==> src/core/iosf_map.vh <==
`ifndef IOSF_MAP_VH
`define IOSF_MAP_VH

// ************************************************************
// register offsets (byte addresses)
// ************************************************************
`define IOSF_REG_CTRL      8'h00
`define IOSF_REG_STATUS    8'h04
`define IOSF_REG_FRAMES    8'h08
`define IOSF_REG_DROPPED   8'h0C

// ************************************************************
// control fields and reset values
// ************************************************************
`define IOSF_CTRL_API_BIT  0
`define IOSF_CTRL_FMT_BIT  1
`define IOSF_CTRL_RESET    2'h1

// ************************************************************
// frame constants
// ************************************************************
`define IOSF_START_DELIM   8'h7E
`define IOSF_FRAME_TYPE    8'h92
`define IOSF_SAMPLE_COUNT  8'h01
`define IOSF_CSUM_BASE     8'hFF
`define IOSF_DIG_USED      16'h1CFF
`define IOSF_ANA_USED      8'h8F
`define IOSF_LEN_FIXED     16'h0010
`define IOSF_POS_TYPE      5'h03
`define IOSF_POS_LAST_HEAD 5'h12
`define IOSF_ANA_CHANNELS  3'h5
`define IOSF_SUPPLY_BIT    7

`endif

==> src/core/iosf_skid_buf.v <==
`timescale 1ns/10ps

// ************************************************************
// two-entry buffer, registered outputs on both sides
// ************************************************************
module iosf_skid_buf #(
    parameter WIDTH = 8
) (
    input  wire             clk,       // system clock
    input  wire             reset,     // sync reset, active high
    input  wire [WIDTH-1:0] inData,    // word from producer
    input  wire             inValid,   // producer has a word
    output wire             inReady,   // room for a word
    output wire [WIDTH-1:0] outData,   // head word
    output wire             outValid,  // head word present
    input  wire             outReady   // consumer takes head
);
    reg [WIDTH-1:0] head_ff;
    reg [WIDTH-1:0] tail_ff;
    reg             headVld_ff;
    reg             tailVld_ff;
    wire            push;
    wire            pop;

    assign inReady  = ~tailVld_ff;
    assign outData  = head_ff;
    assign outValid = headVld_ff;
    assign push     = inValid & ~tailVld_ff;
    assign pop      = headVld_ff & outReady;

    always @(posedge clk) begin
        if (reset) begin
            head_ff    <= {WIDTH{1'b0}};
            tail_ff    <= {WIDTH{1'b0}};
            headVld_ff <= 1'b0;
            tailVld_ff <= 1'b0;
        end else if (pop) begin
            head_ff    <= tailVld_ff ? tail_ff : inData;
            headVld_ff <= tailVld_ff | push;
            tailVld_ff <= 1'b0;
        end else if (push) begin
            if (headVld_ff) begin
                tail_ff    <= inData;
                tailVld_ff <= 1'b1;
            end else begin
                head_ff    <= inData;
                headVld_ff <= 1'b1;
            end
        end
    end
endmodule

==> src/core/iosf_frame_builder.v <==
// Function
// [RL1] sample frame carries type 0x92, standard format
// [RL2] samples forwarded only in API mode
// [RL3] 64-bit sender address, offsets 4-11, MSB first
// [RL4] 16-bit network address, offsets 12-13, MSB first
// [RL5] receive options at 14: ack, broadcast
// [RL6] host ignores other option bits
// [RL7] sample count at 15, always one
// [RL8] digital channel mask at offsets 16-17
// [RL9] digital mask bits 0-7, 10-12 used
// [RL10] analog channel mask at offset 18
// [RL11] analog bits 0-3 inputs, top bit supply
// [RL12] digital samples 19-20 only if mask nonzero
// [RL13] disabled digital lines report zero
// [RL14] sample bits placed like mask bits
// [RL15] two bytes per enabled analog input
// [RL16] analog values in ascending input order
// [RL17] delimiter then big-endian length at 0-2
// [RL18] checksum is 0xFF minus data byte sum
`timescale 1ns/10ps
`include "iosf_map.vh"

module iosf_frame_builder (
    input  wire        clk,          // system clock, 100 MHz
    input  wire        reset,        // sync reset, active high
    input  wire [7:0]  regAddr,      // register byte address
    input  wire [31:0] regWrData,    // register write data
    input  wire        regWr,        // register write strobe
    input  wire        regRd,        // register read strobe
    output reg  [31:0] regRdData,    // read data, cycle after strobe
    input  wire        sampleValid,  // remote sample offered
    output reg         sampleReady,  // sample accepted when both high
    input  wire [63:0] srcAddr64,    // sender 64-bit address
    input  wire [15:0] srcAddr16,    // sender network address
    input  wire [7:0]  rxOptions,    // receive option flags
    input  wire [15:0] digMask,      // digital channel mask
    input  wire [7:0]  anaMask,      // analog channel mask
    input  wire [15:0] digStates,    // raw digital line states
    input  wire [79:0] anaValues,    // supply,in3..in0, 16 bit each
    output wire [7:0]  txData,       // frame byte to host port
    output wire        txValid,      // frame byte present
    input  wire        txReady       // host port takes byte
);
    // ************************************************************
    // states
    // ************************************************************
    localparam ST_IDLE = 3'd0;
    localparam ST_HEAD = 3'd1;
    localparam ST_DIG  = 3'd2;
    localparam ST_ANA  = 3'd3;
    localparam ST_SUM  = 3'd4;
    localparam [1:0] CTRL_RST = `IOSF_CTRL_RESET;

    reg  [2:0]  state_ff;
    reg  [2:0]  nxt_state;
    reg  [4:0]  pos_ff;
    reg  [4:0]  nxt_pos;
    reg  [2:0]  chan_ff;
    reg  [2:0]  nxt_chan;
    reg         lowHalf_ff;
    reg         nxt_lowHalf;
    reg  [7:0]  sum_ff;
    reg  [7:0]  nxt_sum;
    reg  [63:0] src64_ff;
    reg  [15:0] src16_ff;
    reg  [7:0]  opt_ff;
    reg  [15:0] dmask_ff;
    reg  [7:0]  amask_ff;
    reg  [15:0] dstat_ff;
    reg  [79:0] ana_ff;
    reg         apiMode_ff;
    reg         explicitFmt_ff;
    reg  [15:0] frames_ff;
    reg  [15:0] dropped_ff;
    reg  [7:0]  emitByte;
    reg         emitValid;
    wire        bufInReady;
    wire        take;
    wire        accept;
    wire        forward;
    wire [15:0] frameLen;
    wire        chanOn;
    wire [15:0] chanVal;

    // ************************************************************
    // helper functions
    // ************************************************************
    // analog slot 0..3 are inputs, slot 4 is the supply bit
    function chanEnabled;
        input [7:0] mask;
        input [2:0] slot;
        begin
            if (slot == 3'd4)
                chanEnabled = mask[`IOSF_SUPPLY_BIT];
            else
                chanEnabled = mask[slot[1:0]];
        end
    endfunction

    function [2:0] anaCount;
        input [7:0] mask;
        begin
            anaCount = {2'b00, mask[0]} + {2'b00, mask[1]}
                     + {2'b00, mask[2]} + {2'b00, mask[3]}
                     + {2'b00, mask[`IOSF_SUPPLY_BIT]};
        end
    endfunction

    // ************************************************************
    // sample intake
    // ************************************************************
    assign accept  = sampleValid & sampleReady;
    // explicit format or non-API mode swallow the sample
    assign forward = apiMode_ff & ~explicitFmt_ff;  // see [RL1] see [RL2]

    always @(posedge clk) begin
        if (reset) begin
            src64_ff <= 64'h0000_0000_0000_0000;
            src16_ff <= 16'h0000;
            opt_ff   <= 8'h00;
            dmask_ff <= 16'h0000;
            amask_ff <= 8'h00;
            dstat_ff <= 16'h0000;
            ana_ff   <= 80'h0000_0000_0000_0000_0000;
        end else if (accept) begin
            src64_ff <= srcAddr64;
            src16_ff <= srcAddr16;
            // other option bits pass through for the host to ignore
            opt_ff   <= rxOptions;                       // see [RL5]
            dmask_ff <= digMask & `IOSF_DIG_USED;        // see [RL9]
            amask_ff <= anaMask & `IOSF_ANA_USED;        // see [RL11]
            // unsampled lines forced low
            dstat_ff <= digStates & digMask & `IOSF_DIG_USED; // see [RL13]
            ana_ff   <= anaValues;
        end
    end

    // length excludes delimiter, length field and checksum
    assign frameLen = `IOSF_LEN_FIXED
                    + ((dmask_ff != 16'h0000) ? 16'h0002 : 16'h0000)
                    + {12'h000, anaCount(amask_ff), 1'b0}; // see [RL17]

    assign chanOn  = chanEnabled(amask_ff, chan_ff);
    assign chanVal = ana_ff[{chan_ff, 4'h0} +: 16];

    // ************************************************************
    // byte selection
    // ************************************************************
    always @* begin
        emitByte  = 8'h00;
        emitValid = 1'b0;
        case (state_ff)
            ST_HEAD: begin
                emitValid = 1'b1;
                case (pos_ff)
                    5'd0:  emitByte = `IOSF_START_DELIM;  // see [RL17]
                    5'd1:  emitByte = frameLen[15:8];     // see [RL17]
                    5'd2:  emitByte = frameLen[7:0];
                    5'd3:  emitByte = `IOSF_FRAME_TYPE;   // see [RL1]
                    5'd4:  emitByte = src64_ff[63:56];    // see [RL3]
                    5'd5:  emitByte = src64_ff[55:48];
                    5'd6:  emitByte = src64_ff[47:40];
                    5'd7:  emitByte = src64_ff[39:32];
                    5'd8:  emitByte = src64_ff[31:24];
                    5'd9:  emitByte = src64_ff[23:16];
                    5'd10: emitByte = src64_ff[15:8];
                    5'd11: emitByte = src64_ff[7:0];
                    5'd12: emitByte = src16_ff[15:8];     // see [RL4]
                    5'd13: emitByte = src16_ff[7:0];
                    5'd14: emitByte = opt_ff;             // see [RL5]
                    5'd15: emitByte = `IOSF_SAMPLE_COUNT; // see [RL7]
                    5'd16: emitByte = dmask_ff[15:8];     // see [RL8]
                    5'd17: emitByte = dmask_ff[7:0];
                    5'd18: emitByte = amask_ff;           // see [RL10]
                    default: emitByte = 8'h00;
                endcase
            end
            ST_DIG: begin
                emitValid = 1'b1;
                // same bit layout as the mask
                emitByte  = pos_ff[0] ? dstat_ff[7:0]
                                      : dstat_ff[15:8];   // see [RL14]
            end
            ST_ANA: begin
                emitValid = chanOn;                       // see [RL15]
                emitByte  = lowHalf_ff ? chanVal[7:0] : chanVal[15:8];
            end
            ST_SUM: begin
                emitValid = 1'b1;
                emitByte  = `IOSF_CSUM_BASE - sum_ff;     // see [RL18]
            end
            default: begin
                emitByte  = 8'h00;
                emitValid = 1'b0;
            end
        endcase
    end

    assign take = emitValid & bufInReady;

    // ************************************************************
    // sequencer
    // ************************************************************
    always @* begin
        nxt_state   = state_ff;
        nxt_pos     = pos_ff;
        nxt_chan    = chan_ff;
        nxt_lowHalf = lowHalf_ff;
        nxt_sum     = sum_ff;
        if (take && (state_ff != ST_SUM) &&
            !(state_ff == ST_HEAD && pos_ff < `IOSF_POS_TYPE))
            nxt_sum = sum_ff + emitByte;                  // see [RL18]
        case (state_ff)
            ST_IDLE: begin
                if (accept && forward) begin
                    nxt_state = ST_HEAD;
                    nxt_pos   = 5'd0;
                    nxt_sum   = 8'h00;
                end
            end
            ST_HEAD: begin
                if (take) begin
                    nxt_pos = pos_ff + 5'd1;
                    if (pos_ff == `IOSF_POS_LAST_HEAD) begin
                        nxt_pos  = 5'd0;
                        nxt_chan = 3'd0;
                        nxt_lowHalf = 1'b0;
                        if (dmask_ff != 16'h0000)
                            nxt_state = ST_DIG;           // see [RL12]
                        else
                            nxt_state = ST_ANA;
                    end
                end
            end
            ST_DIG: begin
                if (take) begin
                    nxt_pos = pos_ff + 5'd1;
                    if (pos_ff[0])
                        nxt_state = ST_ANA;
                end
            end
            ST_ANA: begin
                // walk slots upward; disabled ones cost one idle cycle
                if (!chanOn || (take && lowHalf_ff)) begin
                    nxt_lowHalf = 1'b0;
                    nxt_chan    = chan_ff + 3'd1;         // see [RL16]
                    if (chan_ff == `IOSF_ANA_CHANNELS - 3'd1)
                        nxt_state = ST_SUM;
                end else if (take) begin
                    nxt_lowHalf = 1'b1;
                end
            end
            ST_SUM: begin
                if (take)
                    nxt_state = ST_IDLE;
            end
            default: nxt_state = ST_IDLE;
        endcase
    end

    always @(posedge clk) begin
        if (reset) begin
            state_ff    <= ST_IDLE;
            pos_ff      <= 5'd0;
            chan_ff     <= 3'd0;
            lowHalf_ff  <= 1'b0;
            sum_ff      <= 8'h00;
            sampleReady <= 1'b0;
        end else begin
            state_ff    <= nxt_state;
            pos_ff      <= nxt_pos;
            chan_ff     <= nxt_chan;
            lowHalf_ff  <= nxt_lowHalf;
            sum_ff      <= nxt_sum;
            // dropped at the handshake so a taken sample never repeats
            sampleReady <= (nxt_state == ST_IDLE) && !accept;
        end
    end

    // ************************************************************
    // output buffer
    // ************************************************************
    // absorbs host stalls so no byte is lost mid-frame
    iosf_skid_buf #(
        .WIDTH    (8)
    ) u_buf (
        .clk      (clk),
        .reset    (reset),
        .inData   (emitByte),
        .inValid  (emitValid),
        .inReady  (bufInReady),
        .outData  (txData),
        .outValid (txValid),
        .outReady (txReady)
    );

    // ************************************************************
    // register port
    // ************************************************************
    always @(posedge clk) begin
        if (reset) begin
            apiMode_ff     <= CTRL_RST[`IOSF_CTRL_API_BIT];
            explicitFmt_ff <= CTRL_RST[`IOSF_CTRL_FMT_BIT];
            frames_ff      <= 16'h0000;
            dropped_ff     <= 16'h0000;
            regRdData      <= 32'h0000_0000;
        end else begin
            if (regWr && regAddr == `IOSF_REG_CTRL) begin
                apiMode_ff     <= regWrData[`IOSF_CTRL_API_BIT];
                explicitFmt_ff <= regWrData[`IOSF_CTRL_FMT_BIT];
            end
            if (state_ff == ST_SUM && take)
                frames_ff <= frames_ff + 16'h0001;
            if (accept && !forward)
                dropped_ff <= dropped_ff + 16'h0001;      // see [RL2]
            regRdData <= 32'h0000_0000;
            if (regRd) begin
                case (regAddr)
                    `IOSF_REG_CTRL:
                        regRdData <= {30'h0, explicitFmt_ff, apiMode_ff};
                    `IOSF_REG_STATUS:
                        regRdData <= {29'h0, state_ff};
                    `IOSF_REG_FRAMES:
                        regRdData <= {16'h0000, frames_ff};
                    `IOSF_REG_DROPPED:
                        regRdData <= {16'h0000, dropped_ff};
                    default:
                        regRdData <= 32'h0000_0000;
                endcase
            end
        end
    end
endmodule

==> config.mk <==
export PLATFORM = sky130hd
export DESIGN_NAME = iosf_frame_builder
export DESIGN_NICKNAME = d
export VERILOG_FILES = /design/src/core/iosf_skid_buf.v /design/src/core/iosf_frame_builder.v
export VERILOG_INCLUDE_DIRS = /design/src /design/src/core
export SDC_FILE = /design/constraint.sdc
export NUM_CORES = 1
export LEC_CHECK = 0
export ABC_AREA = 1
export CAP_MARGIN = 25
export CORE_ASPECT_RATIO = 2
export CORE_MARGIN = 5
export CORE_UTILIZATION = 40
export DETAILED_ROUTE_END_ITERATION = 12
export DONT_BUFFER_PORTS = 1
export GPL_TIMING_DRIVEN = 0
export PLACE_DENSITY = 0.53
export SLEW_MARGIN = 20
export SYNTH_ARGS = -nofsm -noshare
export SYNTH_HDL_FRONTEND = slang
export SYNTH_SLANG_ARGS = --single-unit
==> constraint.sdc <==
create_clock -name clk -period 4.7 [get_ports clk]
set_clock_uncertainty 0.15 [all_clocks]
set_input_delay 0.235 -clock clk [delete_from_list [all_inputs] [get_ports clk]]
set_output_delay 0.235 -clock clk [all_outputs]
set_load 0.1 [all_outputs]
Word level (Yosys, flattened, before mapping)
Cells that the tools add are included.
{"block": "totals", "output_inout_bits": 42, "in_bits": 254, "regBits": 300, "elab_cells": 154}
{"block": "classes", "muxes": 42, "n_shift": 1, "addsub": 12, "eq_ne": 34, "n_reduce_logical": 31, "n_lt_le_gt_ge": 2, "bitwise_logic": 10}
{"op": "$pmux W8 S19", "count": 1}
{"op": "$shiftx A80 B8 Y16", "count": 1}
{"op": "$mux W8", "count": 9}
{"op": "$pmux W16 S4", "count": 1}
{"op": "$eq A5 B4 Y1 const B", "count": 8}
{"op": "$mux W3", "count": 11}
{"op": "$add A16 B1 Y16 const B", "count": 2}
{"op": "$pmux W8 S4", "count": 1}
{"op": "$eq A5 B3 Y1 const B", "count": 4}
{"op": "$mux W5", "count": 4}
{"op": "$eq A8 B4 Y1 const B", "count": 2}
{"op": "$reduce_bool A16 Y1", "count": 1}
{"op": "$eq A5 B5 Y1 const B", "count": 3}
{"op": "$pmux W3 S5", "count": 1}
{"op": "$pmux W5 S3", "count": 1}
{"op": "$and A13 B13 Y13", "count": 1}
{"op": "$reduce_and A4 Y1", "count": 3}
{"op": "$eq A5 B2 Y1 const B", "count": 2}
{"op": "$ne A2 B2 Y1 const B", "count": 5}
{"op": "$logic_and A1 B1 Y1", "count": 9}
{"op": "$add A8 B8 Y8", "count": 1}
{"op": "$eq A8 B3 Y1 const B", "count": 1}
{"op": "$logic_not A8 Y1", "count": 1}
{"op": "$mux W1", "count": 8}
{"op": "33 further kinds", "count": 51}

Longest topological paths before layout
Gate-level depths: netlist of the first run.
{"block": "logic_depth", "depth_word": 11, "ltp_mapped": 22, "ltp_nobuf": 22}

By module
From an unflattened synthesis of the first run, not the netlist that was laid out.
{"block": "hier_totals", "hier_cells": 1879, "hier_area_um2": 13162.6}
{"module": "iosf_frame_builder", "instances": 1, "seq_area_each_um2": 5325.1, "cells_each": 1728, "area_each_um2": 12175.4}
{"module": "iosf_skid_buf", "instances": 1, "seq_area_each_um2": 360.3, "cells_each": 151, "area_each_um2": 987.2}

Least setup slack after synthesis of the first run
No wires, ideal clock.
{"block": "synth_timing", "path_kind": "register to register", "from": "register amask_ff[0]", "to": "register sum_ff[7]", "n_path_buf": 0, "setup_ns": 0.113, "arrival_ns": 3.515, "synth_period_minus_slack_ns": 3.777, "required_ns": 4.437, "setup_slack_ns": 0.923, "path_stages_with_launch": 22, "path_cell_list": "dfxtp_1 > fa_1 > inv_1 > fa_1 > inv_1 > ha_1 > fa_1 > nand2_1 > o211ai_1 > a21oi_1 > nand3_1 > nand2_1 > nand2_1 > ha_1 > a21oi_1 > nand2_1 > a21oi_1 > nand3_1 > nand2_1 > nor2_1 > nor2_1 > nor2_1"}
{"block": "synth_between", "elab_chain_cells": 11, "word_cells_on_any_way": 18, "classes_between": "add/sub (6); mux (9); bitwise (1); reduce/logical (2)"}
{"element": "start: declaration", "line": "iosf_frame_builder.v:68", "source": "reg [7:0] amask_ff;"}
{"element": "start signal: assignment", "line": "iosf_frame_builder.v:131", "source": "amask_ff <= anaMask & `IOSF_ANA_USED;"}
{"element": "$add A1 B1 Y2 (*)", "line": "iosf_frame_builder.v:103", "source": "anaCount = {2'b00, mask[0]} + {2'b00, mask[1]}"}
{"element": "$add A2 B1 Y3 (*)", "line": "iosf_frame_builder.v:104", "source": "+ {2'b00, mask[2]} + {2'b00, mask[3]}"}
{"element": "$add A3 B1 Y3 (*)", "line": "iosf_frame_builder.v:104"}
{"element": "$add A3 B1 Y3 (*)", "line": "iosf_frame_builder.v:103"}
{"element": "$add A6 B4 Y7 (no line) (*)"}
{"element": "$pmux W8 S19 (*)", "line": "iosf_frame_builder.v:155", "source": "case (pos_ff)"}
{"element": "$pmux W8 S4 (*)", "line": "iosf_frame_builder.v:152", "source": "case (state_ff)"}
{"element": "net emitByte[2]", "line": "iosf_frame_builder.v:75", "source": "reg [7:0] emitByte;"}
{"element": "$add A8 B8 Y8 (*)", "line": "iosf_frame_builder.v:212", "source": "nxt_sum = sum_ff + emitByte;"}
{"element": "$mux W8 (*)", "line": "iosf_frame_builder.v:210", "source": "if (take && (state_ff != ST_SUM) &&"}
{"element": "$mux W8", "line": "iosf_frame_builder.v:215", "source": "if (accept && forward) begin"}
{"element": "$mux W8 (*)", "line": "iosf_frame_builder.v:213", "source": "case (state_ff)"}
{"element": "end signal: assignment", "line": "iosf_frame_builder.v:274", "source": "sum_ff <= nxt_sum;"}
{"element": "end: declaration", "line": "iosf_frame_builder.v:62", "source": "reg [7:0] sum_ff;"}
The timed path passes the listed nets; every way through them passes the cells marked *. The select of a mux whose other input is x is not followed.
A chain may end at the register's enable or synchronous reset.

Worst setup path after layout of the first run
Same ends and word-level chain as after synthesis.

==> results of run 1 <==
[layer usage]
| metal | vias to the layer above | routed length, µm | global-route usage |
|---|---|---|---|
| li1 | 6693 | - | - |
| met1 | 6273 | 17230 | 0.2529 |
| met2 | 448 | 28240 | 0.5414 |
| met3 | 145 | 2544 | 0.03700 |
| met4 | 0 | 2962 | 0.1379 |
| met5 | - | 0 | 0 |
[sequential cells by signal, summed over array words and instances, names as in the netlist]
name	cells
sampleReady	1
sum_ff	8
u_buf.outValid	1
dstat_ff	11
explicitFmt_ff	1
regRdData	16
src16_ff	16
chan_ff	3
opt_ff	8
src64_ff	64
dmask_ff	11
lowHalf_ff	1
u_buf.tail_ff	8
pos_ff	5
ana_ff	80
frames_ff	16
u_buf.outData	8
state_ff	3
u_buf.tailVld_ff	1
apiMode_ff	1
dropped_ff	16
amask_ff	5
[synthesized netlist by cell type, types with 8 or more instances]
| cell type | n |
|---|---|
| sky130_fd_sc_hd__buf_4 | 17 |
| sky130_fd_sc_hd__nand3_1 | 94 |
| sky130_fd_sc_hd__a21oi_1 | 121 |
| sky130_fd_sc_hd__o22ai_1 | 34 |
| sky130_fd_sc_hd__nor3_1 | 23 |
| sky130_fd_sc_hd__nand4_1 | 19 |
| sky130_fd_sc_hd__o21a_1 | 8 |
| sky130_fd_sc_hd__inv_1 | 159 |
| sky130_fd_sc_hd__xor2_1 | 11 |
| sky130_fd_sc_hd__o21ai_1 | 11 |
| sky130_fd_sc_hd__buf_2 | 13 |
| sky130_fd_sc_hd__clkbuf_1 | 75 |
| sky130_fd_sc_hd__a31oi_1 | 9 |
| sky130_fd_sc_hd__dfxtp_1 | 284 |
| sky130_fd_sc_hd__nand2_1 | 278 |
| sky130_fd_sc_hd__o21ai_0 | 255 |
| sky130_fd_sc_hd__nor2_1 | 390 |
| sky130_fd_sc_hd__inv_2 | 10 |
| sky130_fd_sc_hd__ha_1 | 20 |
[stage by stage]
stage | instance area (µm²) | utilization | std cells | worst slack, ns | total power (W)
2_1_floorplan | 13200 | - | 1906 | 0.9228 | 0.003288
3_3_place_gp | 13740 | 0.4201 | 2338 | 0.2068 | 0.003515
3_5_place_dp | 13740 | 0.4202 | 2338 | 0.1660 | 0.003529
4_1_cts | 16970 | 0.5190 | 2612 | 0.1521 | 0.006145
5_1_grt | 16970 | 0.5191 | 2612 | 0.04595 | 0.006341
6_report | 16970 | 0.5191 | 2612 | 0.2828 | 0.006117
[power by group through the flow]
stage	Combinational (W)	Sequential [W]	Clock, W
floorplan	0.000538	0.00275	0
global placement	0.000726	0.00279	0
detailed placement	0.000735	0.00279	0
CTS	0.000883	0.00274	0.00252
global route	0.000984	0.00275	0.00260
finish	0.000891	0.00274	0.00248
[area by class of cell]
| cell class | count | area, µm² | area share |
|---|---|---|---|
| multi-input cells | 1343 | 6380 | 0.3759 |
| flip-flops and latches | 284 | 5687 | 0.3350 |
| repair buffers | 223 | 2232 | 0.1315 |
| clock buffers | 42 | 824.5 | 0.04858 |
| inverters | 169 | 634.4 | 0.03737 |
| well taps | 432 | 540.5 | 0.03184 |
| plain buffers | 110 | 500.5 | 0.02949 |
| clock inverters | 9 | 175.2 | 0.01032 |
[critical path: stages, from the launching register on]
cell and delay (ns):
sky130_fd_sc_hd__dfxtp_1 0.33, sky130_fd_sc_hd__fa_1 0.53, sky130_fd_sc_hd__inv_1 0.05, sky130_fd_sc_hd__fa_1 0.47, sky130_fd_sc_hd__inv_1 0.04, sky130_fd_sc_hd__ha_1 0.20
sky130_fd_sc_hd__fa_1 0.44, sky130_fd_sc_hd__nand2_1 0.14, sky130_fd_sc_hd__o211ai_1 0.11, sky130_fd_sc_hd__a21oi_1 0.12, sky130_fd_sc_hd__nand3_1 0.17, sky130_fd_sc_hd__nand2_1 0.22
sky130_fd_sc_hd__nand2_1 0.12, sky130_fd_sc_hd__ha_1 0.34, sky130_fd_sc_hd__a21oi_1 0.14, sky130_fd_sc_hd__nand2_1 0.13, sky130_fd_sc_hd__a21oi_2 0.24, sky130_fd_sc_hd__nand3_1 0.13
sky130_fd_sc_hd__nand2_1 0.09, sky130_fd_sc_hd__nor2_1 0.04, sky130_fd_sc_hd__nor2_1 0.08, sky130_fd_sc_hd__nor2_1 0.05
[path summary, 6_finish.rpt]
check        cells past startpoint  slack [ns]                startpoint                 endpoint
max                             21        0.28  amask_ff[0]$_SDFFE_PP0P_     sum_ff[7]$_SDFF_PP0_
min                              4        0.09                regAddr[1]  regRdData[1]$_SDFF_PP0_
max reg2reg                     21        0.28  amask_ff[0]$_SDFFE_PP0P_     sum_ff[7]$_SDFF_PP0_
min reg2reg                      2        0.30    ana_ff[8]$_SDFFE_PP0P_   ana_ff[8]$_SDFFE_PP0P_
[repair_timing]
action                                 in CTS  in global routing
endpoints found under the hold margin     220                  0
hold buffers                              223                  0
setup endpoints to repair                   0                  1
resized for setup                           0                  1
[cell families after synthesis]
logic type | synth area share
XOR/XNOR | 0.009332
AO/OA/AOI/OAI | 0.1816
AND/OR/NAND/NOR | 0.2646
other | 0.0002854
adder cells (fa/ha/maj) | 0.02514
flip-flops | 0.4327
buffers and inverters | 0.08636
==> impl_metrics.xml, run 1 <==
<?xml version="1.0" encoding="UTF-8"?>
<metrics>
  <group name="status">
    <metric name="outcome" unit="">completed</metric>
  </group>
  <group name="synthesis">
    <metric name="netlist_area" unit="mm²">0.01314</metric>
    <metric name="syn_inst" unit="">1891</metric>
    <metric name="postSynth.asyncResetShare" unit="">0</metric>
    <metric name="synth_sequential_area_ratio" unit="">0.4327</metric>
    <metric name="synth_top_cells_by_area" unit="">sky130_fd_sc_hd__dfxtp_1 43%, sky130_fd_sc_hd__nor2_1 11%, sky130_fd_sc_hd__o21ai_0 9.7%</metric>
    <metric name="synth.ff_latch_count" unit="">284</metric>
    <metric name="synth_top_cell_by_area" unit="">sky130_fd_sc_hd__dfxtp_1</metric>
    <metric name="post-synth-top-area-fraction" unit="">0.4327</metric>
    <metric name="number_of_enable_type_register_cells_in_the_synthesized_netlist" unit="">0</metric>
    <metric name="yosys_warnings" unit="">0</metric>
    <metric name="synth_area_per_cell" unit="µm²">6.949</metric>
    <metric name="yosysUniqueCellTypes" unit="">43</metric>
    <metric name="synth_ff_type" unit="">sky130_fd_sc_hd__dfxtp_1</metric>
  </group>
  <group name="timing">
    <metric name="worstMarginPinSlew" unit="ns">1.035</metric>
    <metric name="fin_tns_setup" unit="ns">0</metric>
    <metric name="maxSlewViolCount" unit="">0</metric>
    <metric name="maxClockFrequency" unit="MHz">226.4</metric>
    <metric name="layout_min_cycle_time" unit="ns">4.417</metric>
    <metric name="slew_headroom" unit="">0.3092</metric>
    <metric name="finalHoldViolCount" unit="">0</metric>
    <metric name="grt_setup_unrepaired" unit="">false</metric>
    <metric name="final.hold.worst_slack" unit="ns">0.08750</metric>
    <metric name="min_period_over_period" unit="">0.9398</metric>
    <metric name="finalSetupViolCount" unit="">0</metric>
  </group>
  <group name="placement">
    <metric name="place_congestion" unit="">0.9519</metric>
    <metric name="buffer_ports.inserted" unit="">0</metric>
    <metric name="dp_hpwl" unit="µm">39600</metric>
  </group>
  <group name="global_routing">
    <metric name="maximum_number_of_pins_on_one_net_before_global_route_repair" unit="">15</metric>
    <metric name="grt_pass1_wl" unit="µm">76870</metric>
    <metric name="grt_antenna_before_repair" unit="">0</metric>
    <metric name="first_global_vias" unit="">13881</metric>
    <metric name="grt-ovfl-total" unit="">0</metric>
    <metric name="global_route.usage.total" unit="">0.2664</metric>
  </group>
  <group name="clock_network">
    <metric name="cts_clock_pin_slew_for_the_worst_setup_and_hold_paths" unit="ns">0.07</metric>
    <metric name="cts_max_level" unit="">1</metric>
    <metric name="clock_insertion_delay_worst_skew" unit="ns">0.56</metric>
    <metric name="cts_setup_buffers" unit="">0</metric>
    <metric name="cts_tree" unit="">built</metric>
    <metric name="cts_made_buffers" unit="">28</metric>
    <metric name="clkSinkCount" unit="">284</metric>
    <metric name="clock_tree_root" unit="">sky130_fd_sc_hd__clkbuf_16</metric>
    <metric name="number_of_buffers_on_the_longest_clock_path" unit="">3</metric>
  </group>
  <group name="finish">
    <metric name="synthToLayoutAreaGrowth" unit="%">29.18</metric>
    <metric name="most-common-layout-cells" unit="">390 x sky130_fd_sc_hd__nor2_1, 283 x sky130_fd_sc_hd__dfxtp_1, 278 x sky130_fd_sc_hd__nand2_1, 255 x sky130_fd_sc_hd__o21ai_0, 223 x sky130_fd_sc_hd__dlygate4sd3_1</metric>
    <metric name="nNetsFinal" unit="">2437</metric>
    <metric name="layout.cells.most_common" unit="">sky130_fd_sc_hd__nor2_1</metric>
    <metric name="final_layout_size_suffix_gt1_frac" unit="">0.05092</metric>
    <metric name="antenna_cells_inserted" unit="">0</metric>
    <metric name="number_of_fill_cells" unit="">3396</metric>
  </group>
  <group name="pwr">
    <metric name="internal-power" unit="W">0.004382</metric>
    <metric name="power.combinational.fraction" unit="">0.146</metric>
    <metric name="power.switching_fraction" unit="">0.2836</metric>
    <metric name="vdd.ir_drop.worst" unit="mV">0.3177</metric>
    <metric name="power.share.clock" unit="">0.406</metric>
    <metric name="pwr_dens" unit="mW/mm²">360.4</metric>
    <metric name="power.sequential.fraction" unit="">0.448</metric>
    <metric name="switchingPower" unit="W">0.001735</metric>
    <metric name="power.static_leakage" unit="nW">6.661</metric>
  </group>
  <group name="critical_path">
    <metric name="arrival_time_of_data_at_the_critical_path_endpoint" unit="ns">4.73</metric>
    <metric name="start_kind" unit="">flop</metric>
    <metric name="worst_ep_required_time" unit="ns">5.01</metric>
    <metric name="cp-end-kind" unit="">flop</metric>
    <metric name="worst_setup_path_type" unit="">flop to flop</metric>
    <metric name="worst-path-max-fanout" unit="">5</metric>
  </group>
  <group name="routing">
    <metric name="totalWireLength" unit="µm">50990</metric>
    <metric name="detail_route.vias_per_cell" unit="">5.191</metric>
    <metric name="via_count" unit="">13559</metric>
    <metric name="drt_pre_antenna_iters" unit="">5</metric>
    <metric name="post-route-drc-count" unit="">0</metric>
    <metric name="antenna_violating_nets_remaining" unit="">0</metric>
    <metric name="drt_first_iter_violations" unit="">735</metric>
    <metric name="routedWlPerCell" unit="µm">19.52</metric>
  </group>
  <group name="worst_hold_path">
    <metric name="min_path_type" unit="">input port to flop</metric>
  </group>
  <group name="floorplanning">
    <metric name="start_util" unit="">0.4019</metric>
    <metric name="dieHeight" unit="µm">266.3</metric>
    <metric name="die_width" unit="µm">138.2</metric>
    <metric name="rows" unit="">94</metric>
    <metric name="die_area" unit="mm²">0.03679</metric>
    <metric name="io-pin-count" unit="">296</metric>
    <metric name="core" unit="mm²">0.03270</metric>
  </group>
  <group name="job">
    <metric name="drv_cap" unit="">0</metric>
  </group>
</metrics>
No activity file was read; power rests on OpenSTA's default activity.
==> run 2: changes to the inputs <==
Settings changed: REMOVE_ABC_BUFFERS set to 1.
==> impl_metrics.xml, run 2 (synthesis gave the netlist of run 1 again) <==
<?xml version="1.0" encoding="UTF-8"?>
<metrics>
  <group name="status">
    <metric name="outcome" unit="">completed</metric>
  </group>
  <group name="worst_hold_path">
    <metric name="hold_depth" unit="">3</metric>
    <metric name="min_path_type" unit="">input port to flop</metric>
    <metric name="hp-start" unit="">regAddr[3]</metric>
    <metric name="hold_end" unit="">regRdData[1]$_SDFF_PP0_</metric>
  </group>
  <group name="clock_network">
    <metric name="clock_tree_root" unit="">sky130_fd_sc_hd__clkbuf_16</metric>
    <metric name="cts_setup_buffers" unit="">0</metric>
    <metric name="cts_clock_pin_slew_for_the_worst_setup_and_hold_paths" unit="ns">0.07</metric>
    <metric name="cts_tree" unit="">built</metric>
    <metric name="clock_insertion_delay_worst_skew" unit="ns">0.55</metric>
    <metric name="number_of_buffers_on_the_longest_clock_path" unit="">3</metric>
    <metric name="clkSinkCount" unit="">284</metric>
    <metric name="cts_max_level" unit="">1</metric>
    <metric name="cts_made_buffers" unit="">27</metric>
  </group>
  <group name="routing">
    <metric name="totalWireLength" unit="µm">43460</metric>
    <metric name="routedWlPerCell" unit="µm">17.32</metric>
    <metric name="drt_pre_antenna_iters" unit="">6</metric>
    <metric name="drt_first_iter_violations" unit="">613</metric>
    <metric name="antenna_violating_nets_remaining" unit="">0</metric>
    <metric name="post-route-drc-count" unit="">0</metric>
    <metric name="detail_route.vias_per_cell" unit="">5.175</metric>
    <metric name="via_count" unit="">12984</metric>
  </group>
  <group name="critical_path">
    <metric name="critPathMostFrequentCell" unit="">sky130_fd_sc_hd__a21oi_1</metric>
    <metric name="arrival_time_of_data_at_the_critical_path_endpoint" unit="ns">4.65</metric>
    <metric name="worst_ep_required_time" unit="ns">4.96</metric>
    <metric name="cell_breakdown_of_the_critical_path" unit="">fa_1 &gt; inv_1 &gt; fa_1 &gt; inv_1 &gt; ha_1 &gt; fa_1 &gt; nand2_1 &gt; o211ai_1 &gt; a21oi_1 &gt; nand3_1 &gt; nand2_2 &gt; nand2_1 &gt; ha_1 &gt; a21oi_1 &gt; nand2_1 &gt; a21oi_1 &gt; nor2_1 &gt; nor2_1 &gt; xor2_1 &gt; a21oi_1</metric>
    <metric name="r2r_slack" unit="ns">0.31</metric>
    <metric name="crit_reg_reg_startpoint" unit="">amask_ff[0]$_SDFFE_PP0P_</metric>
    <metric name="worst_r2r_path_depth" unit="">20</metric>
    <metric name="start_kind" unit="">flop</metric>
    <metric name="delay_of_the_slowest_critical_path_stage" unit="ns">0.53</metric>
    <metric name="worst-path-max-fanout" unit="">5</metric>
    <metric name="crit_path_top_delay_cell" unit="">sky130_fd_sc_hd__fa_1</metric>
    <metric name="worst_setup_path_type" unit="">flop to flop</metric>
    <metric name="r2r_end" unit="">sum_ff[5]$_SDFF_PP0_</metric>
    <metric name="cp-end-kind" unit="">flop</metric>
  </group>
  <group name="global_routing">
    <metric name="global_route.usage.total" unit="">0.2270</metric>
    <metric name="grt_pass1_wl" unit="µm">67900</metric>
    <metric name="first_global_vias" unit="">13087</metric>
    <metric name="grt-ovfl-total" unit="">0</metric>
    <metric name="grt_antenna_before_repair" unit="">1</metric>
    <metric name="maximum_number_of_pins_on_one_net_before_global_route_repair" unit="">155</metric>
  </group>
  <group name="finish">
    <metric name="finalInstanceArea" unit="mm²">0.01659</metric>
    <metric name="layout_top_registers" unit="">ana_ff x80, src64_ff x64</metric>
    <metric name="largest_register_ff_count" unit="">80</metric>
    <metric name="nNetsFinal" unit="">2334</metric>
    <metric name="layout.cells.non_filler" unit="">2509</metric>
    <metric name="post-route-util" unit="">0.5075</metric>
    <metric name="most-common-layout-cells" unit="">390 x sky130_fd_sc_hd__nor2_1, 282 x sky130_fd_sc_hd__dfxtp_1, 277 x sky130_fd_sc_hd__nand2_1, 255 x sky130_fd_sc_hd__o21ai_0, 221 x sky130_fd_sc_hd__dlygate4sd3_1</metric>
    <metric name="synthToLayoutAreaGrowth" unit="%">26.29</metric>
    <metric name="top_register" unit="">ana_ff</metric>
    <metric name="final_layout_size_suffix_gt1_frac" unit="">0.04480</metric>
    <metric name="layout.cells.most_common" unit="">sky130_fd_sc_hd__nor2_1</metric>
  </group>
  <group name="timing">
    <metric name="maxClockFrequency" unit="MHz">227.9</metric>
    <metric name="grt_setup_unrepaired" unit="">false</metric>
    <metric name="maxSlewViolCount" unit="">0</metric>
    <metric name="worstMarginPinSlew" unit="ns">1.016</metric>
    <metric name="min_period_over_period" unit="">0.9336</metric>
    <metric name="slew_headroom" unit="">0.3217</metric>
    <metric name="finalSetupViolCount" unit="">0</metric>
    <metric name="finalHoldViolCount" unit="">0</metric>
    <metric name="layout_min_cycle_time" unit="ns">4.388</metric>
  </group>
  <group name="floorplanning">
    <metric name="die_width" unit="µm">138.2</metric>
    <metric name="core" unit="mm²">0.03270</metric>
    <metric name="dieHeight" unit="µm">266.3</metric>
    <metric name="rows" unit="">94</metric>
    <metric name="start_util" unit="">0.4019</metric>
    <metric name="io-pin-count" unit="">296</metric>
    <metric name="die_area" unit="mm²">0.03679</metric>
  </group>
  <group name="pwr">
    <metric name="p_total" unit="W">0.005832</metric>
    <metric name="vdd.ir_drop.worst" unit="mV">0.2421</metric>
    <metric name="pwr_dens" unit="mW/mm²">351.4</metric>
    <metric name="power.static_leakage" unit="nW">6.471</metric>
  </group>
  <group name="placement">
    <metric name="postPlaceCellArea" unit="mm²">0.01345</metric>
    <metric name="place_congestion" unit="">0.8946</metric>
    <metric name="buffer_ports.inserted" unit="">0</metric>
    <metric name="dp_hpwl" unit="µm">31020</metric>
    <metric name="dpl.cell_count" unit="">2236</metric>
  </group>
  <group name="job">
    <metric name="drv_cap" unit="">0</metric>
  </group>
</metrics>
==> run 2: cell count changes in the layout (fill, tap and decap cells not counted), sizes merged <==
cell | previous run | this run
buf | 35 | 10
bufinv | 5 | 2
clkbuf | 117 | 38
clkinv | 2 | 7
clkinvlp | 2 | 1
diode | 0 | 1
dlygate4sd3 | 223 | 221
inv | 169 | 170
==> run 2: power by group <==
group          switching, W  internal, W
combinational      0.000530     0.000333
sequential         0.000152      0.00256
clock              0.000977      0.00128
total               0.00166      0.00417
==> run 2: worst max-delay path, delay by kind of cell, from the launching register on <==
| family | cells | cell delay, ns |
|---|---|---|
| xor+xnor | 1 | 0.16 |
| buf+inv | 2 | 0.09 |
| fa+ha+maj | 5 | 2.00 |
| compound gates | 5 | 0.69 |
| simple gates | 7 | 0.81 |
| flops | 1 | 0.33 |
==> run 2: how the worst max path moves through the flow <==
stage / start / endpoint / slack (ns) / cells after the start
5_1_grt: amask_ff[0]$_SDFFE_PP0P_ / sum_ff[5]$_SDFF_PP0_ / 0.05 / 20
4_1_cts: amask_ff[0]$_SDFFE_PP0P_ / sum_ff[7]$_SDFF_PP0_ / 0.16 / 21
6_report: amask_ff[0]$_SDFFE_PP0P_ / sum_ff[5]$_SDFF_PP0_ / 0.31 / 20
3_3_place_gp: sampleReady$_SDFF_PP0_ / dropped_ff[12]$_SDFFE_PP0P_ / -3.21 / 11
2_1_floorplan: sampleReady$_SDFF_PP0_ / dropped_ff[14]$_SDFFE_PP0P_ / -0.92 / 12
3_5_place_dp: lowHalf_ff$_SDFFE_PP0P_ / sum_ff[7]$_SDFF_PP0_ / -0.1 / 17
==> run 2: what timing repair did <==
action	in CTS	in global routing
endpoints found under the hold margin	253	0
setup endpoints to repair	1	2
hold buffers	222	0
resized for setup	1	2
==> run 2: area by class of cell <==
type                            count  area, µm²
Antenna cell                        1      2.502
Clock buffer                       38      787.0
Clock inverter                     11      111.4
Fill cell                        3334      16100
Inverter                          169      649.4
Multi-Input combinational cell   1343       6396
Sequential cell                   284       5688
Tap cell                          432      540.5
Timing Repair Buffer              231       2420
==> run 2: stage by stage <==
| step | TNS [ns] | worst slack (ns) | hold WS (ns) |
|---|---|---|---|
| floorplan | -16.87 | -0.9179 | 0.1541 |
| global placement | -333.53 | -3.211 | 0.1597 |
| detailed placement | -0.09896 | -0.09896 | 0.1647 |
| CTS | 0 | 0.1558 | 0.04048 |
| global route | 0 | 0.05038 | 0.1224 |
| finish | 0 | 0.3122 | 0.05893 |
==> run 2: metal layers <==
layer	global-route usage	up-vias	routed length [µm]
met5	0	-	0
met3	0.03161	120	1804
li1	-	6471	-
met2	0.4364	375	23140
met4	0.1267	0	2620
met1	0.2328	6018	15890
==> run 3: changes to the inputs <==
Clock period 4.7 ns to 4.8 ns, I/O delays scaled along.
==> impl_metrics.xml, run 3 (synthesis gave the netlist of run 1 again) <==
<?xml version="1.0" encoding="UTF-8"?>
<metrics>
  <group name="critical_path">
    <metric name="arrival_time_of_data_at_the_critical_path_endpoint" unit="ns">4.80</metric>
    <metric name="delay_of_the_slowest_critical_path_stage" unit="ns">0.53</metric>
    <metric name="crit_path_top_delay_cell" unit="">sky130_fd_sc_hd__fa_1</metric>
    <metric name="cp-end-kind" unit="">flop</metric>
    <metric name="start_kind" unit="">flop</metric>
    <metric name="worst_ep_required_time" unit="ns">5.10</metric>
    <metric name="worst-path-max-fanout" unit="">5</metric>
    <metric name="cell_breakdown_of_the_critical_path" unit="">fa_1 &gt; inv_1 &gt; fa_1 &gt; inv_1 &gt; ha_1 &gt; fa_1 &gt; nand2_1 &gt; o211ai_1 &gt; a21oi_1 &gt; nand3_1 &gt; nand2_1 &gt; nand2_1 &gt; ha_1 &gt; a21oi_1 &gt; nand2_1 &gt; a21oi_1 &gt; nand3_1 &gt; nand2_1 &gt; nor2_1 &gt; nor2_1 &gt; nor2_1</metric>
    <metric name="critPathMostFrequentCell" unit="">sky130_fd_sc_hd__nand2_1</metric>
    <metric name="worst_setup_path_type" unit="">flop to flop</metric>
  </group>
  <group name="timing">
    <metric name="worstMarginPinSlew" unit="ns">1.019</metric>
    <metric name="finalSetupViolCount" unit="">0</metric>
    <metric name="finalHoldViolCount" unit="">0</metric>
    <metric name="fin_tns_setup" unit="ns">0</metric>
    <metric name="maxClockFrequency" unit="MHz">222.3</metric>
    <metric name="layout_min_cycle_time" unit="ns">4.498</metric>
    <metric name="slew_headroom" unit="">0.3200</metric>
    <metric name="grt_setup_unrepaired" unit="">false</metric>
    <metric name="maxSlewViolCount" unit="">0</metric>
    <metric name="min_period_over_period" unit="">0.9371</metric>
  </group>
  <group name="pwr">
    <metric name="pwr_dens" unit="mW/mm²">344.1</metric>
    <metric name="switchingPower" unit="W">0.001623</metric>
    <metric name="power.combinational.fraction" unit="">0.148</metric>
    <metric name="power.sequential.fraction" unit="">0.466</metric>
    <metric name="power.static_leakage" unit="nW">6.470</metric>
    <metric name="vdd.ir_drop.worst" unit="mV">0.2371</metric>
    <metric name="p_total" unit="W">0.005709</metric>
    <metric name="power.switching_fraction" unit="">0.2843</metric>
    <metric name="internal-power" unit="W">0.004086</metric>
    <metric name="power.share.clock" unit="">0.386</metric>
  </group>
  <group name="worst_hold_path">
    <metric name="min_path_type" unit="">input port to flop</metric>
  </group>
  <group name="clock_network">
    <metric name="clkSinkCount" unit="">284</metric>
    <metric name="number_of_buffers_on_the_longest_clock_path" unit="">3</metric>
    <metric name="cts_setup_buffers" unit="">0</metric>
    <metric name="cts_clock_pin_slew_for_the_worst_setup_and_hold_paths" unit="ns">0.07</metric>
    <metric name="cts_made_buffers" unit="">27</metric>
    <metric name="cts_tree" unit="">built</metric>
    <metric name="cts_max_level" unit="">1</metric>
    <metric name="clock_tree_root" unit="">sky130_fd_sc_hd__clkbuf_16</metric>
    <metric name="clock_insertion_delay_worst_skew" unit="ns">0.55</metric>
  </group>
  <group name="finish">
    <metric name="finalInstanceArea" unit="mm²">0.01659</metric>
    <metric name="nNetsFinal" unit="">2334</metric>
    <metric name="layout_top_registers" unit="">ana_ff x80, src64_ff x64</metric>
    <metric name="synthToLayoutAreaGrowth" unit="%">26.24</metric>
    <metric name="most-common-layout-cells" unit="">390 x sky130_fd_sc_hd__nor2_1, 282 x sky130_fd_sc_hd__dfxtp_1, 278 x sky130_fd_sc_hd__nand2_1, 255 x sky130_fd_sc_hd__o21ai_0, 221 x sky130_fd_sc_hd__dlygate4sd3_1</metric>
    <metric name="layout.cells.non_filler" unit="">2509</metric>
    <metric name="top_register" unit="">ana_ff</metric>
    <metric name="largest_register_ff_count" unit="">80</metric>
    <metric name="layout.cells.most_common" unit="">sky130_fd_sc_hd__nor2_1</metric>
    <metric name="final_layout_size_suffix_gt1_frac" unit="">0.04383</metric>
  </group>
  <group name="routing">
    <metric name="antenna_violating_nets_remaining" unit="">0</metric>
    <metric name="post-route-drc-count" unit="">0</metric>
    <metric name="drt_pre_antenna_iters" unit="">8</metric>
    <metric name="drt_first_iter_violations" unit="">593</metric>
    <metric name="totalWireLength" unit="µm">43530</metric>
    <metric name="detail_route.vias_per_cell" unit="">5.163</metric>
    <metric name="via_count" unit="">12953</metric>
    <metric name="routedWlPerCell" unit="µm">17.35</metric>
  </group>
  <group name="global_routing">
    <metric name="grt_pass1_wl" unit="µm">67900</metric>
    <metric name="grt_antenna_before_repair" unit="">1</metric>
    <metric name="met1_usage" unit="">0.2328</metric>
    <metric name="met3_usage" unit="">0.03161</metric>
    <metric name="grt_util_met2" unit="">0.4364</metric>
    <metric name="global_route.usage.total" unit="">0.2270</metric>
    <metric name="maximum_number_of_pins_on_one_net_before_global_route_repair" unit="">155</metric>
    <metric name="global_route.peak_usage_layer" unit="">met2</metric>
    <metric name="grt-ovfl-total" unit="">0</metric>
    <metric name="first_global_vias" unit="">13087</metric>
  </group>
  <group name="status">
    <metric name="outcome" unit="">completed</metric>
  </group>
  <group name="placement">
    <metric name="dp_hpwl" unit="µm">31020</metric>
    <metric name="dpl.cell_count" unit="">2236</metric>
    <metric name="place_congestion" unit="">0.8946</metric>
    <metric name="postPlaceCellArea" unit="mm²">0.01345</metric>
    <metric name="buffer_ports.inserted" unit="">0</metric>
  </group>
  <group name="floorplanning">
    <metric name="start_util" unit="">0.4019</metric>
    <metric name="core" unit="mm²">0.03270</metric>
    <metric name="die_width" unit="µm">138.2</metric>
    <metric name="io-pin-count" unit="">296</metric>
    <metric name="die_area" unit="mm²">0.03679</metric>
    <metric name="dieHeight" unit="µm">266.3</metric>
    <metric name="rows" unit="">94</metric>
  </group>
  <group name="job">
    <metric name="drv_cap" unit="">0</metric>
  </group>
</metrics>
## run 3: cell counts in the layout (fill, tap and decap cells not counted)
No cell type changed its count.
## run 3: path summary, 6_finish.rpt
| kind | slack, ns | depth (start not counted) | end | startpoint |
|---|---|---|---|---|
| worst max-delay path | 0.30 | 21 | sum_ff[7]$_SDFF_PP0_ | amask_ff[0]$_SDFFE_PP0P_ |
| worst min-delay path | 0.07 | 3 | regRdData[1]$_SDFF_PP0_ | regAddr[3] |
| worst max register to register | 0.30 | 21 | sum_ff[7]$_SDFF_PP0_ | amask_ff[0]$_SDFFE_PP0P_ |
| worst min register to register | 0.30 | 2 | ana_ff[13]$_SDFFE_PP0P_ | ana_ff[13]$_SDFFE_PP0P_ |
## run 3: per-stage QoR
stage	utilization	hold slack (ns)	worst slack [ns]
CTS	0.5070	0.04548	0.2558
global placement	0.4048	0.1647	-3.111
detailed placement	0.4113	0.1697	0.001043
floorplan	-	0.1591	-0.8179
finish	0.5073	0.06639	0.3018
global route	0.5073	0.1274	0.05521
## run 3: final cells by class
| cell class | instances | area, µm² |
|---|---|---|
| multi-input cells | 1343 | 6390 |
| flip-flops and latches | 284 | 5688 |
| diodes | 1 | 2.502 |
| inverters | 169 | 649.4 |
| repair buffers | 231 | 2420 |
| well taps | 432 | 540.5 |
| clock buffers | 38 | 787.0 |
| fillers | 3334 | 16110 |
| clock inverters | 11 | 111.4 |
## run 3: critical path, delay by kind of cell, from the launching register on
kind	cells	cell delay [ns]
AOI/OAI and AO/OA	4	0.72
adders and majority gates	5	2.01
DFF	1	0.33
buffers and inverters	2	0.09
and+or+nand+nor	10	1.09
## run 3: power by group through the flow
| stage | clock (W) | combinational (W) | sequential (W) |
|---|---|---|---|
| 2_1_floorplan | 0 | 0.000489 | 0.00270 |
| 3_3_place_gp | 0 | 0.000663 | 0.00273 |
| 3_5_place_dp | 0 | 0.000701 | 0.00271 |
| 4_1_cts | 0.00226 | 0.000850 | 0.00266 |
| 5_1_grt | 0.00235 | 0.000942 | 0.00268 |
| 6_report | 0.00220 | 0.000844 | 0.00266 |
## run 3: timing repair
action / in CTS / in global routing
hold endpoints to repair: 253 / 0
hold buffers: 222 / 0
endpoints found under the setup margin: 1 / 0
resized for setup: 1 / 0
## run 3: metal layers
layer	up-vias	part of all wire	wire length (µm)
met5	-	0	0
met4	0	0.060	2629
met3	120	0.040	1745
met2	356	0.53	23190
met1	6007	0.37	15960
li1	6470	-	-
